[src/iprc_pkg.sv]
// Package: register map, field layout and timing constants of the interrupt controller
package iprc_pkg;
    // ****************************************************************
    // Register byte offsets
    // ****************************************************************
    localparam logic [7:0] OFF_REQ1 = 8'h00;
    localparam logic [7:0] OFF_REQ2 = 8'h04;
    localparam logic [7:0] OFF_WAKE_FLAGS = 8'h08;
    localparam logic [7:0] OFF_EN1 = 8'h0C;
    localparam logic [7:0] OFF_EN2 = 8'h10;
    localparam logic [7:0] OFF_EDGE = 8'h14;
    localparam logic [7:0] OFF_PIN_FUNC = 8'h18;
    localparam logic [7:0] OFF_WAKE_FUNC = 8'h1C;
    localparam logic [7:0] OFF_CCR = 8'h20;
    localparam logic [7:0] OFF_STATUS = 8'h24;
    // ****************************************************************
    // Field layout
    // ****************************************************************
    localparam int EXT_IRQ_N = 5;
    localparam int WAKE_N = 8;
    localparam int INT_N = 20;
    localparam int INT_IN_REQ1 = 10;
    localparam int WAKE_EN_POS = 5;
    localparam int INT_REQ1_LSB = 6;
    localparam int CCR_I_POS = 7;
    localparam int SRC_N = EXT_IRQ_N + WAKE_N + INT_N;
    localparam logic [15:0] RESET_16 = 16'h0000;
    localparam logic [7:0] RESET_8 = 8'h00;
    localparam logic CCR_I_RESET = 1'b1;
    // ****************************************************************
    // Vector numbers
    // ****************************************************************
    localparam logic [4:0] VEC_IRQ_BASE = 5'h04;
    localparam logic [4:0] VEC_WAKE = 5'h09;
    localparam logic [4:0] VEC_INT_BASE = 5'h0A;
    localparam int VEC_INT_SPAN = 11;
    // ****************************************************************
    // Exception sequence lengths, one state per clock
    // ****************************************************************
    localparam logic [3:0] STACK_STATES = 4'h4;
    localparam logic [3:0] VFETCH_STATES = 4'h2;
    localparam logic [3:0] IFETCH_STATES = 4'h4;
    localparam logic [3:0] INTERNAL_STATES = 4'h4;
    localparam logic [15:0] STACK_PC_OFS = 16'h0002;
    localparam logic [15:0] STACK_CCR_OFS = 16'h0004;
    typedef enum logic [4:0] {
        ST_IDLE = 5'h01,
        ST_STACK = 5'h02,
        ST_VFETCH = 5'h04,
        ST_IFETCH = 5'h08,
        ST_INTERNAL = 5'h10
    } iprc_state_type;
    typedef struct packed {
        logic we;
        logic [15:0] addr;
        logic [15:0] data;
    } iprc_stack_type;
endpackage : iprc_pkg

[src/iprc_ctrl.sv]
// Interrupt request flags, priority selection and exception sequencing with APB registers
//
// The placing of the registers and the APB register port are this design's own decisions.
`timescale 1ns/1ps
// ****************************************************************
// ****************************************************************
module iprc_ctrl (
    input wire logic sys_clk,
    input wire logic nrst,
    input wire logic psel,
    input wire logic penable,
    input wire logic pwrite,
    input wire logic [7:0] paddr,
    input wire logic [31:0] pwdata,
    output logic [31:0] prdata,
    output logic pready,
    output logic pslverr,
    input wire logic [7:0] wakeup_pin_n,
    input wire logic [4:0] edge_pin,
    input wire logic [19:0] periph_req,
    input wire logic cpu_insn_end,
    input wire logic [15:0] cpu_pc,
    input wire logic [15:0] cpu_sp,
    input wire logic [6:0] cpu_ccr_low,
    input wire logic cpu_rte,
    input wire logic [15:0] cpu_rte_ccr_word,
    input wire logic [15:0] vec_rdata,
    output iprc_pkg::iprc_stack_type stack_bus,
    output logic [15:0] new_sp,
    output logic vec_rd,
    output logic [15:0] vec_addr,
    output logic [4:0] vector_num,
    output logic handler_go,
    output logic [15:0] handler_pc,
    output logic global_mask
);
    // ****************************************************************
    // Functions
    // ****************************************************************
    // Source index order is the fixed priority order, index 0 highest
    function automatic logic [4:0] vec_of(input int idx);
        if (idx < iprc_pkg::EXT_IRQ_N) begin
            vec_of = iprc_pkg::VEC_IRQ_BASE + 5'(idx);
        end else if (idx < iprc_pkg::EXT_IRQ_N + iprc_pkg::WAKE_N) begin
            vec_of = iprc_pkg::VEC_WAKE;
        end else begin
            vec_of = iprc_pkg::VEC_INT_BASE + 5'(((idx - iprc_pkg::EXT_IRQ_N
                - iprc_pkg::WAKE_N) * iprc_pkg::VEC_INT_SPAN) / iprc_pkg::INT_N);
        end
    endfunction : vec_of
    function automatic logic hit(input logic [7:0] a, input logic [7:0] ofs);
        hit = (a == ofs);
    endfunction : hit
    // ****************************************************************
    // Pin synchronisers and edge detect
    // ****************************************************************
    logic [7:0] wk_s1_reg, wk_s2_reg, wk_s3_reg;
    logic [4:0] ed_s1_reg, ed_s2_reg, ed_s3_reg;
    always_ff @(posedge sys_clk) begin
        if (!nrst) begin
            wk_s1_reg <= 8'hFF;
            wk_s2_reg <= 8'hFF;
            wk_s3_reg <= 8'hFF;
            ed_s1_reg <= 5'h00;
            ed_s2_reg <= 5'h00;
            ed_s3_reg <= 5'h00;
        end else begin
            wk_s1_reg <= wakeup_pin_n;
            wk_s2_reg <= wk_s1_reg;
            wk_s3_reg <= wk_s2_reg;
            ed_s1_reg <= edge_pin;
            ed_s2_reg <= ed_s1_reg;
            ed_s3_reg <= ed_s2_reg;
        end
    end
    logic [7:0] wake_fall;
    logic [4:0] edge_rise, edge_fall, edge_hit;
    logic [15:0] edge_sel_reg, pin_func_reg, wake_func_reg;
    assign wake_fall = wk_s3_reg & ~wk_s2_reg & wake_func_reg[7:0];
    assign edge_rise = ~ed_s3_reg & ed_s2_reg;
    assign edge_fall = ed_s3_reg & ~ed_s2_reg;
    assign edge_hit = pin_func_reg[4:0]
        & ((edge_sel_reg[4:0] & edge_rise) | (~edge_sel_reg[4:0] & edge_fall));
    // ****************************************************************
    // APB slave
    // ****************************************************************
    logic pready_reg, pslverr_reg;
    logic [31:0] prdata_reg;
    logic acc, wr_done, mapped;
    logic [15:0] req1_reg, req2_reg, en1_reg, en2_reg;
    logic [7:0] wake_flag_reg;
    logic ccr_i_reg;
    iprc_pkg::iprc_state_type state_reg;
    logic [4:0] vec_reg;
    assign acc = psel && penable;
    assign wr_done = acc && pready_reg && pwrite;
    assign mapped = hit(paddr, iprc_pkg::OFF_REQ1) || hit(paddr, iprc_pkg::OFF_REQ2)
        || hit(paddr, iprc_pkg::OFF_WAKE_FLAGS) || hit(paddr, iprc_pkg::OFF_EN1)
        || hit(paddr, iprc_pkg::OFF_EN2) || hit(paddr, iprc_pkg::OFF_EDGE)
        || hit(paddr, iprc_pkg::OFF_PIN_FUNC) || hit(paddr, iprc_pkg::OFF_WAKE_FUNC)
        || hit(paddr, iprc_pkg::OFF_CCR) || hit(paddr, iprc_pkg::OFF_STATUS);
    // Two-cycle access phase keeps pready straight from a flop
    always_ff @(posedge sys_clk) begin
        if (!nrst) begin
            pready_reg <= 1'b0;
            pslverr_reg <= 1'b0;
            prdata_reg <= 32'h0000_0000;
        end else begin
            pready_reg <= acc && !pready_reg;
            pslverr_reg <= acc && !pready_reg && !mapped;
            prdata_reg <= 32'h0000_0000;
            if (acc && !pready_reg && !pwrite) begin
                case (paddr)
                    iprc_pkg::OFF_REQ1: prdata_reg <= {16'h0000, req1_reg};
                    iprc_pkg::OFF_REQ2: prdata_reg <= {16'h0000, req2_reg};
                    iprc_pkg::OFF_WAKE_FLAGS: prdata_reg <= {24'h000000, wake_flag_reg};
                    iprc_pkg::OFF_EN1: prdata_reg <= {16'h0000, en1_reg};
                    iprc_pkg::OFF_EN2: prdata_reg <= {16'h0000, en2_reg};
                    iprc_pkg::OFF_EDGE: prdata_reg <= {16'h0000, edge_sel_reg};
                    iprc_pkg::OFF_PIN_FUNC: prdata_reg <= {16'h0000, pin_func_reg};
                    iprc_pkg::OFF_WAKE_FUNC: prdata_reg <= {16'h0000, wake_func_reg};
                    iprc_pkg::OFF_CCR: prdata_reg <= {24'h000000, ccr_i_reg, 7'h00};
                    iprc_pkg::OFF_STATUS: prdata_reg <= {19'h00000, vec_reg, 3'h0, state_reg};
                    default: prdata_reg <= 32'h0000_0000;
                endcase
            end
        end
    end
    // ****************************************************************
    // Control registers
    // ****************************************************************
    always_ff @(posedge sys_clk) begin
        if (!nrst) begin
            en1_reg <= iprc_pkg::RESET_16;
            en2_reg <= iprc_pkg::RESET_16;
            edge_sel_reg <= iprc_pkg::RESET_16;
            pin_func_reg <= iprc_pkg::RESET_16;
            wake_func_reg <= iprc_pkg::RESET_16;
        end else if (wr_done) begin
            if (hit(paddr, iprc_pkg::OFF_EN1)) en1_reg <= pwdata[15:0];
            if (hit(paddr, iprc_pkg::OFF_EN2)) en2_reg <= pwdata[15:0];
            if (hit(paddr, iprc_pkg::OFF_EDGE)) edge_sel_reg <= {11'h000, pwdata[4:0]};
            if (hit(paddr, iprc_pkg::OFF_PIN_FUNC)) pin_func_reg <= {11'h000, pwdata[4:0]};
            if (hit(paddr, iprc_pkg::OFF_WAKE_FUNC)) wake_func_reg <= {8'h00, pwdata[7:0]};
        end
    end
    // ****************************************************************
    // Request flags: set wins over a clearing write
    // ****************************************************************
    logic [15:0] set1, set2, clr1, clr2;
    logic [7:0] clrw;
    assign set1 = {periph_req[iprc_pkg::INT_IN_REQ1-1:0], 1'b0, edge_hit};
    assign set2 = {6'h00, periph_req[iprc_pkg::INT_N-1:iprc_pkg::INT_IN_REQ1]};
    assign clr1 = (wr_done && hit(paddr, iprc_pkg::OFF_REQ1)) ? ~pwdata[15:0] : 16'h0000;
    assign clr2 = (wr_done && hit(paddr, iprc_pkg::OFF_REQ2)) ? ~pwdata[15:0] : 16'h0000;
    assign clrw = (wr_done && hit(paddr, iprc_pkg::OFF_WAKE_FLAGS)) ? ~pwdata[7:0] : 8'h00;
    // Acceptance never touches the flags
    always_ff @(posedge sys_clk) begin
        if (!nrst) begin
            req1_reg <= iprc_pkg::RESET_16;
            req2_reg <= iprc_pkg::RESET_16;
            wake_flag_reg <= iprc_pkg::RESET_8;
        end else begin
            req1_reg <= (req1_reg & ~clr1) | set1;
            req2_reg <= (req2_reg & ~clr2) | set2;
            wake_flag_reg <= (wake_flag_reg & ~clrw) | wake_fall;
        end
    end
    // ****************************************************************
    // Priority selection
    // ****************************************************************
    logic [iprc_pkg::SRC_N-1:0] pend;
    logic any_pend;
    logic [4:0] win_vec;
    int win_idx;
    assign pend = {req2_reg[iprc_pkg::INT_N-iprc_pkg::INT_IN_REQ1-1:0] & en2_reg[9:0],
        req1_reg[15:iprc_pkg::INT_REQ1_LSB] & en1_reg[15:iprc_pkg::INT_REQ1_LSB],
        wake_flag_reg & {8{en1_reg[iprc_pkg::WAKE_EN_POS]}},
        req1_reg[4:0] & en1_reg[4:0]};
    assign any_pend = |pend;
    always_comb begin
        win_idx = 0;
        win_vec = 5'h00;
        for (int i = iprc_pkg::SRC_N - 1; i >= 0; i--) begin
            if (pend[i]) begin
                win_idx = i;
                win_vec = vec_of(i);
            end
        end
    end
    // ****************************************************************
    // Exception sequence
    // ****************************************************************
    logic accept;
    logic [3:0] cnt_reg;
    logic [15:0] pc_reg, sp_reg, hpc_reg, vaddr_reg, nsp_reg;
    logic go_reg, vrd_reg;
    iprc_pkg::iprc_stack_type stk_reg;
    // A bus access in flight may be clearing a flag, so it finishes first
    assign accept = (state_reg == iprc_pkg::ST_IDLE) && any_pend && !ccr_i_reg
        && cpu_insn_end && !psel;
    always_ff @(posedge sys_clk) begin
        if (!nrst) begin
            state_reg <= iprc_pkg::ST_IDLE;
            cnt_reg <= 4'h0;
            vec_reg <= 5'h00;
            pc_reg <= 16'h0000;
            sp_reg <= 16'h0000;
        end else begin
            case (state_reg)
                iprc_pkg::ST_IDLE: begin
                    if (accept) begin
                        state_reg <= iprc_pkg::ST_STACK;
                        vec_reg <= win_vec;
                        pc_reg <= cpu_pc;
                        sp_reg <= {cpu_sp[15:1], 1'b0};
                        cnt_reg <= 4'h0;
                    end
                end
                iprc_pkg::ST_STACK: begin
                    cnt_reg <= cnt_reg + 4'h1;
                    if (cnt_reg == iprc_pkg::STACK_STATES - 4'h1) begin
                        state_reg <= iprc_pkg::ST_VFETCH;
                        cnt_reg <= 4'h0;
                    end
                end
                iprc_pkg::ST_VFETCH: begin
                    cnt_reg <= cnt_reg + 4'h1;
                    if (cnt_reg == iprc_pkg::VFETCH_STATES - 4'h1) begin
                        state_reg <= iprc_pkg::ST_IFETCH;
                        cnt_reg <= 4'h0;
                    end
                end
                iprc_pkg::ST_IFETCH: begin
                    cnt_reg <= cnt_reg + 4'h1;
                    if (cnt_reg == iprc_pkg::IFETCH_STATES - 4'h1) begin
                        state_reg <= iprc_pkg::ST_INTERNAL;
                        cnt_reg <= 4'h0;
                    end
                end
                iprc_pkg::ST_INTERNAL: begin
                    cnt_reg <= cnt_reg + 4'h1;
                    if (cnt_reg == iprc_pkg::INTERNAL_STATES - 4'h1) begin
                        state_reg <= iprc_pkg::ST_IDLE;
                        cnt_reg <= 4'h0;
                    end
                end
                default: begin
                    state_reg <= iprc_pkg::ST_IDLE;
                    cnt_reg <= 4'h0;
                end
            endcase
        end
    end
    // Stack pushes, vector fetch and handler start
    always_ff @(posedge sys_clk) begin
        if (!nrst) begin
            stk_reg <= '0;
            nsp_reg <= 16'h0000;
            vrd_reg <= 1'b0;
            vaddr_reg <= 16'h0000;
            hpc_reg <= 16'h0000;
            go_reg <= 1'b0;
        end else begin
            stk_reg.we <= 1'b0;
            vrd_reg <= 1'b0;
            go_reg <= 1'b0;
            if (state_reg == iprc_pkg::ST_STACK && cnt_reg == 4'h0) begin
                stk_reg.we <= 1'b1;
                stk_reg.addr <= sp_reg - iprc_pkg::STACK_PC_OFS;
                stk_reg.data <= pc_reg;
            end
            if (state_reg == iprc_pkg::ST_STACK && cnt_reg == 4'h2) begin
                stk_reg.we <= 1'b1;
                stk_reg.addr <= sp_reg - iprc_pkg::STACK_CCR_OFS;
                // Mask had to be clear to accept, so the pushed I bit is zero
                stk_reg.data <= {1'b0, cpu_ccr_low, 1'b0, cpu_ccr_low};
                nsp_reg <= sp_reg - iprc_pkg::STACK_CCR_OFS;
            end
            if (state_reg == iprc_pkg::ST_VFETCH && cnt_reg == 4'h0) begin
                vrd_reg <= 1'b1;
                vaddr_reg <= {10'h000, vec_reg, 1'b0};
            end
            // Table word stands one cycle after the read strobe
            if (state_reg == iprc_pkg::ST_IFETCH && cnt_reg == 4'h0) begin
                hpc_reg <= {vec_rdata[15:1], 1'b0};
            end
            if (state_reg == iprc_pkg::ST_INTERNAL
                && cnt_reg == iprc_pkg::INTERNAL_STATES - 4'h1) begin
                go_reg <= 1'b1;
            end
        end
    end
    // Global mask: set on acceptance, restored from the even byte on return
    always_ff @(posedge sys_clk) begin
        if (!nrst) begin
            ccr_i_reg <= iprc_pkg::CCR_I_RESET;
        end else if (accept) begin
            ccr_i_reg <= 1'b1;
        end else if (cpu_rte) begin
            ccr_i_reg <= cpu_rte_ccr_word[8 + iprc_pkg::CCR_I_POS];
        end else if (wr_done && hit(paddr, iprc_pkg::OFF_CCR)) begin
            ccr_i_reg <= pwdata[iprc_pkg::CCR_I_POS];
        end
    end
    assign prdata = prdata_reg;
    assign pready = pready_reg;
    assign pslverr = pslverr_reg;
    assign stack_bus = stk_reg;
    assign new_sp = nsp_reg;
    assign vec_rd = vrd_reg;
    assign vec_addr = vaddr_reg;
    assign vector_num = vec_reg;
    assign handler_go = go_reg;
    assign handler_pc = hpc_reg;
    assign global_mask = ccr_i_reg;
endmodule : iprc_ctrl

[config.mk]
export PLATFORM = sky130hd
export DESIGN_NAME = iprc_ctrl
export DESIGN_NICKNAME = d
export VERILOG_FILES = /design/src/iprc_pkg.sv /design/src/iprc_ctrl.sv
export SDC_FILE = /design/constraint.sdc
export NUM_CORES = 1
export LEC_CHECK = 0
export ABC_AREA = 0
export BUFFER_PORTS_ARGS = -buffer_cell sky130_fd_sc_hd__buf_4
export CORE_UTILIZATION = 40
export CTS_CLUSTER_DIAMETER = 60
export DETAILED_ROUTE_END_ITERATION = 10
export SETUP_SLACK_MARGIN = 0.3
export SLEW_MARGIN = 10
export SYNTH_ARGS = -nofsm -noshare
export SYNTH_HDL_FRONTEND = slang
export SYNTH_SLANG_ARGS = --single-unit
[constraint.sdc]
create_clock -name sys_clk -period 2.75 [get_ports sys_clk]
set_input_delay 0.275 -clock sys_clk [delete_from_list [all_inputs] [get_ports sys_clk]]
set_output_delay 0.275 -clock sys_clk [all_outputs]
set_load 0.05 [all_outputs]
==> impl_metrics.csv <==
group,metric,value,unit
status,status,"finished with violations",
status,violations,"design-rule violations",
clock_network,cts_tree,"done",
cells_and_area,nNetsFinal,1720,
synthesis,synth_ff_type,"dfxtp_1",
setup_path,r2r_end,"stack_bus[25]",
timing,tns,0,ps
pwr,p_clk_share,46.8,%
timing,min_period,2340,ps
drt,routedWlPerCell,17.1,µm
placement,placed_area,12600,µm²
timing,rsz0062_at_grt,"true",
pwr,power_leakage,5.84,nW
global_route,grt_antenna_before_repair,0,
setup_path,critical_path_required,3160,ps
clock_network,cts-root-buf,"clkbuf_16",
hold_path,hp-start,"paddr[6]",
floorplan,initial_core_util,41.1,%
cells_and_area,drive_above_1_share,19.1,%
pwr,swShare,22.6,%
global_route,grt_usage,23.1,%
floorplan,row_count,59,
synthesis,synth_area_leaders,"dfxtp_1, nand2_1, a21oi_1",
drt,route.detailed.drc,15,
drt,drt_wl_total,32700,µm
drt,vias,10209,
setup_path,r2r_slack,410,ps
synthesis,yosysWarnings,0,
hold_path,whs_path_depth,3,
floorplan,core,26300,µm²
global_route,use_met2,36.9,%
drt,drt-pass1-iter-count,11,
setup_path,crit_fanout,6,
pwr,cellInternalPower,6.41,mW
synthesis,synth-seq-cells,262,
floorplan,io_pins,274,
synthesis,synth.largest_area_cell,"dfxtp_1",
global_route,grt_pass1_wl,51700,µm
placement,place_ws,368,ps
cells_and_area,n_antenna_cell,0,
setup_path,crit_type,"reg -> reg",
timing,whs,27.9,ps
global_route,grt_use_met3,3.93,%
cells_and_area,largest_register_ffs,32,
setup_path,end_kind,"flip-flop",
pwr,comb_power_share,6.5,%
clock_network,path_clk_slew,60,ps
clock_network,cts_buffer_depth,3,
synthesis,netlist_area,10800,µm²
setup_path,cp-startpoint,"sp_reg[2]",
timing,fin_crit_sh,85.1,%
global_route,grt_max_degree,122,
drt,via_per_inst,5.32,
clock_network,clk_latency,550,ps
cells_and_area,synthToLayoutAreaGrowth,34.5,%
timing,setup_slack,409,ps
synthesis,synthCells,1280,
setup_path,cp_data_arrival_time,2750,ps
cells_and_area,mostFrequentLayoutCells,"dfxtp_1, buf_4, nand2_1",
setup_path,worst_setup_path_start_kind,"flip-flop",
synthesis,synth_cell_types,60,
pwr,seqPwrFrac,46.8,%
timing,hold_viol,0,
timing,tightest_slew,801,ps
synthesis,synthArstFlopShare,0,%
hold_path,hold-path-endpoint,"pslverr",
floorplan,dieArea,27600,µm²
run,drv_cap,0,
setup_path,timing.rr.start,"sp_reg[2]",
placement,numPortBuffers,210,
placement,hpwl,21600,µm
synthesis,synth_top_area_share,48.6,%
synthesis,avgSynthCellArea,8.43,µm²
timing,setup_violations,0,
pwr,ir_drop,490,µV
synthesis,synth_edf_count,0,
clock_network,clkSinkCount,262,
placement,place_congestion,0.905,
timing,max_slew_margin,46.4,%
pwr,p_sw,1.87,mW
timing,maxSlewViolCount,0,
timing,fmax,427,MHz
synthesis,ys_seq_area_share,48.6,%
setup_path,worst-r2r-cell-count,7,
global_route,grt-busiest-layer,"met2",
global_route,grt_pass1_vias,9532,
drt,ant_nets,0,
cells_and_area,n_fill_cell,2405,
cells_and_area,layout_commonest_cell,"dfxtp_1",
pwr,powerDensity,571,nW/µm²
clock_network,htree_levels,1,
floorplan,die_h,166,µm
global_route,met1_usage,31.7,%
drt,drt-initial-drc-count,923,
clock_network,numCtsBuffers,30,
floorplan,die_x,166,µm
timing,clock_skew,20.2,ps
global_route,overflow,0,
hold_path,hp-class,"in -> reg",
cells_and_area,stdcell_area,14500,µm²
==> worst max-delay path, stage by stage, from the launching register on <==
cell and delay (ps):
dfxtp_1 360, inv_1 150, ha_1 240, or4b_2 700, nor4_1 270, xor2_1 110
a222oi_1 310, nor2_1 60
==> final cells by class <==
cell class | count | area, µm² | area share [%]
flip-flops and latches | 262 | 5250 | 36.1
multi-input cells | 898 | 4970 | 34.2
well taps | 335 | 419 | 2.89
inverters | 33 | 126 | 0.870
clock inverters | 8 | 97.6 | 0.672
clock buffers | 45 | 858 | 5.91
repair buffers | 337 | 2810 | 19.3
==> layer usage <==
metal | vias to the layer above | part of all wire (%)
li1 | 4992 | -
met1 | 4765 | 45
met2 | 381 | 45
met3 | 71 | 7.2
met4 | 0 | 2.9
met5 | - | 0
==> worst max path at each step <==
stage / endpoint
4_1_cts: stack_bus[5]
3_5_place_dp: stack_bus[29]
2_1_floorplan: stack_bus[29]
3_3_place_gp: stack_bus[29]
6_report: stack_bus[25]
5_1_grt: stack_bus[25]
==> kinds of logic (layout without fill, tap and decap cells) <==
logic type               after synthesis  count (layout)  share of synthesized area (%)
XOR/XNOR                              19              19                           1.54
AND/OR/NAND/NOR                      474             474                           20.7
other                                  1              30                         0.0347
adder cells (fa/ha/maj)                7               7                          0.811
buffers and inverters                149             423                           6.63
flip-flops                           262             262                           48.6
AO/OA/AOI/OAI                        360             360                           20.9
multiplexers                           8               8                          0.765
==> cells in the mapped netlist (15+ instances only) <==
master / n
inv_1: 33
nor2_1: 76
o21ai_0: 91
a21oi_1: 130
nand2b_1: 32
a22oi_1: 32
a31oi_1: 15
and2_1: 21
buf_4: 32
nand3_1: 64
a222oi_1: 26
nand2_1: 222
clkbuf_1: 64
buf_2: 17
dfxtp_1: 262
==> power by group through the flow <==
stage	Sequential (mW)	Clock, mW	Combinational (mW)
floorplan	3.95	0	0.242
global placement	3.96	0	0.418
detailed placement	3.96	0	0.419
CTS	3.87	3.95	0.531
global route	3.88	4.13	0.575
finish	3.87	3.88	0.535
==> stage by stage <==
stage	total power [mW]	instances	util [%]
after detailed placement	4.37	1768	47.9
after global placement	4.37	1768	47.9
after global routing	8.58	1918	55.3
final	8.28	1918	55.3
after floorplan	4.19	1309	-
after CTS	8.36	1917	55.2
==> timing repair <==
| action | 4_1_cts | 5_1_grt |
|---|---|---|
| endpoints found under the setup margin | 0 | 20 |
| hold endpoints to repair | 112 | 0 |
| resized for setup | 0 | 1 |
| setup buffers | 0 | 1 |
| hold buffers | 96 | 0 |
(Power assumes the default switching activity.)
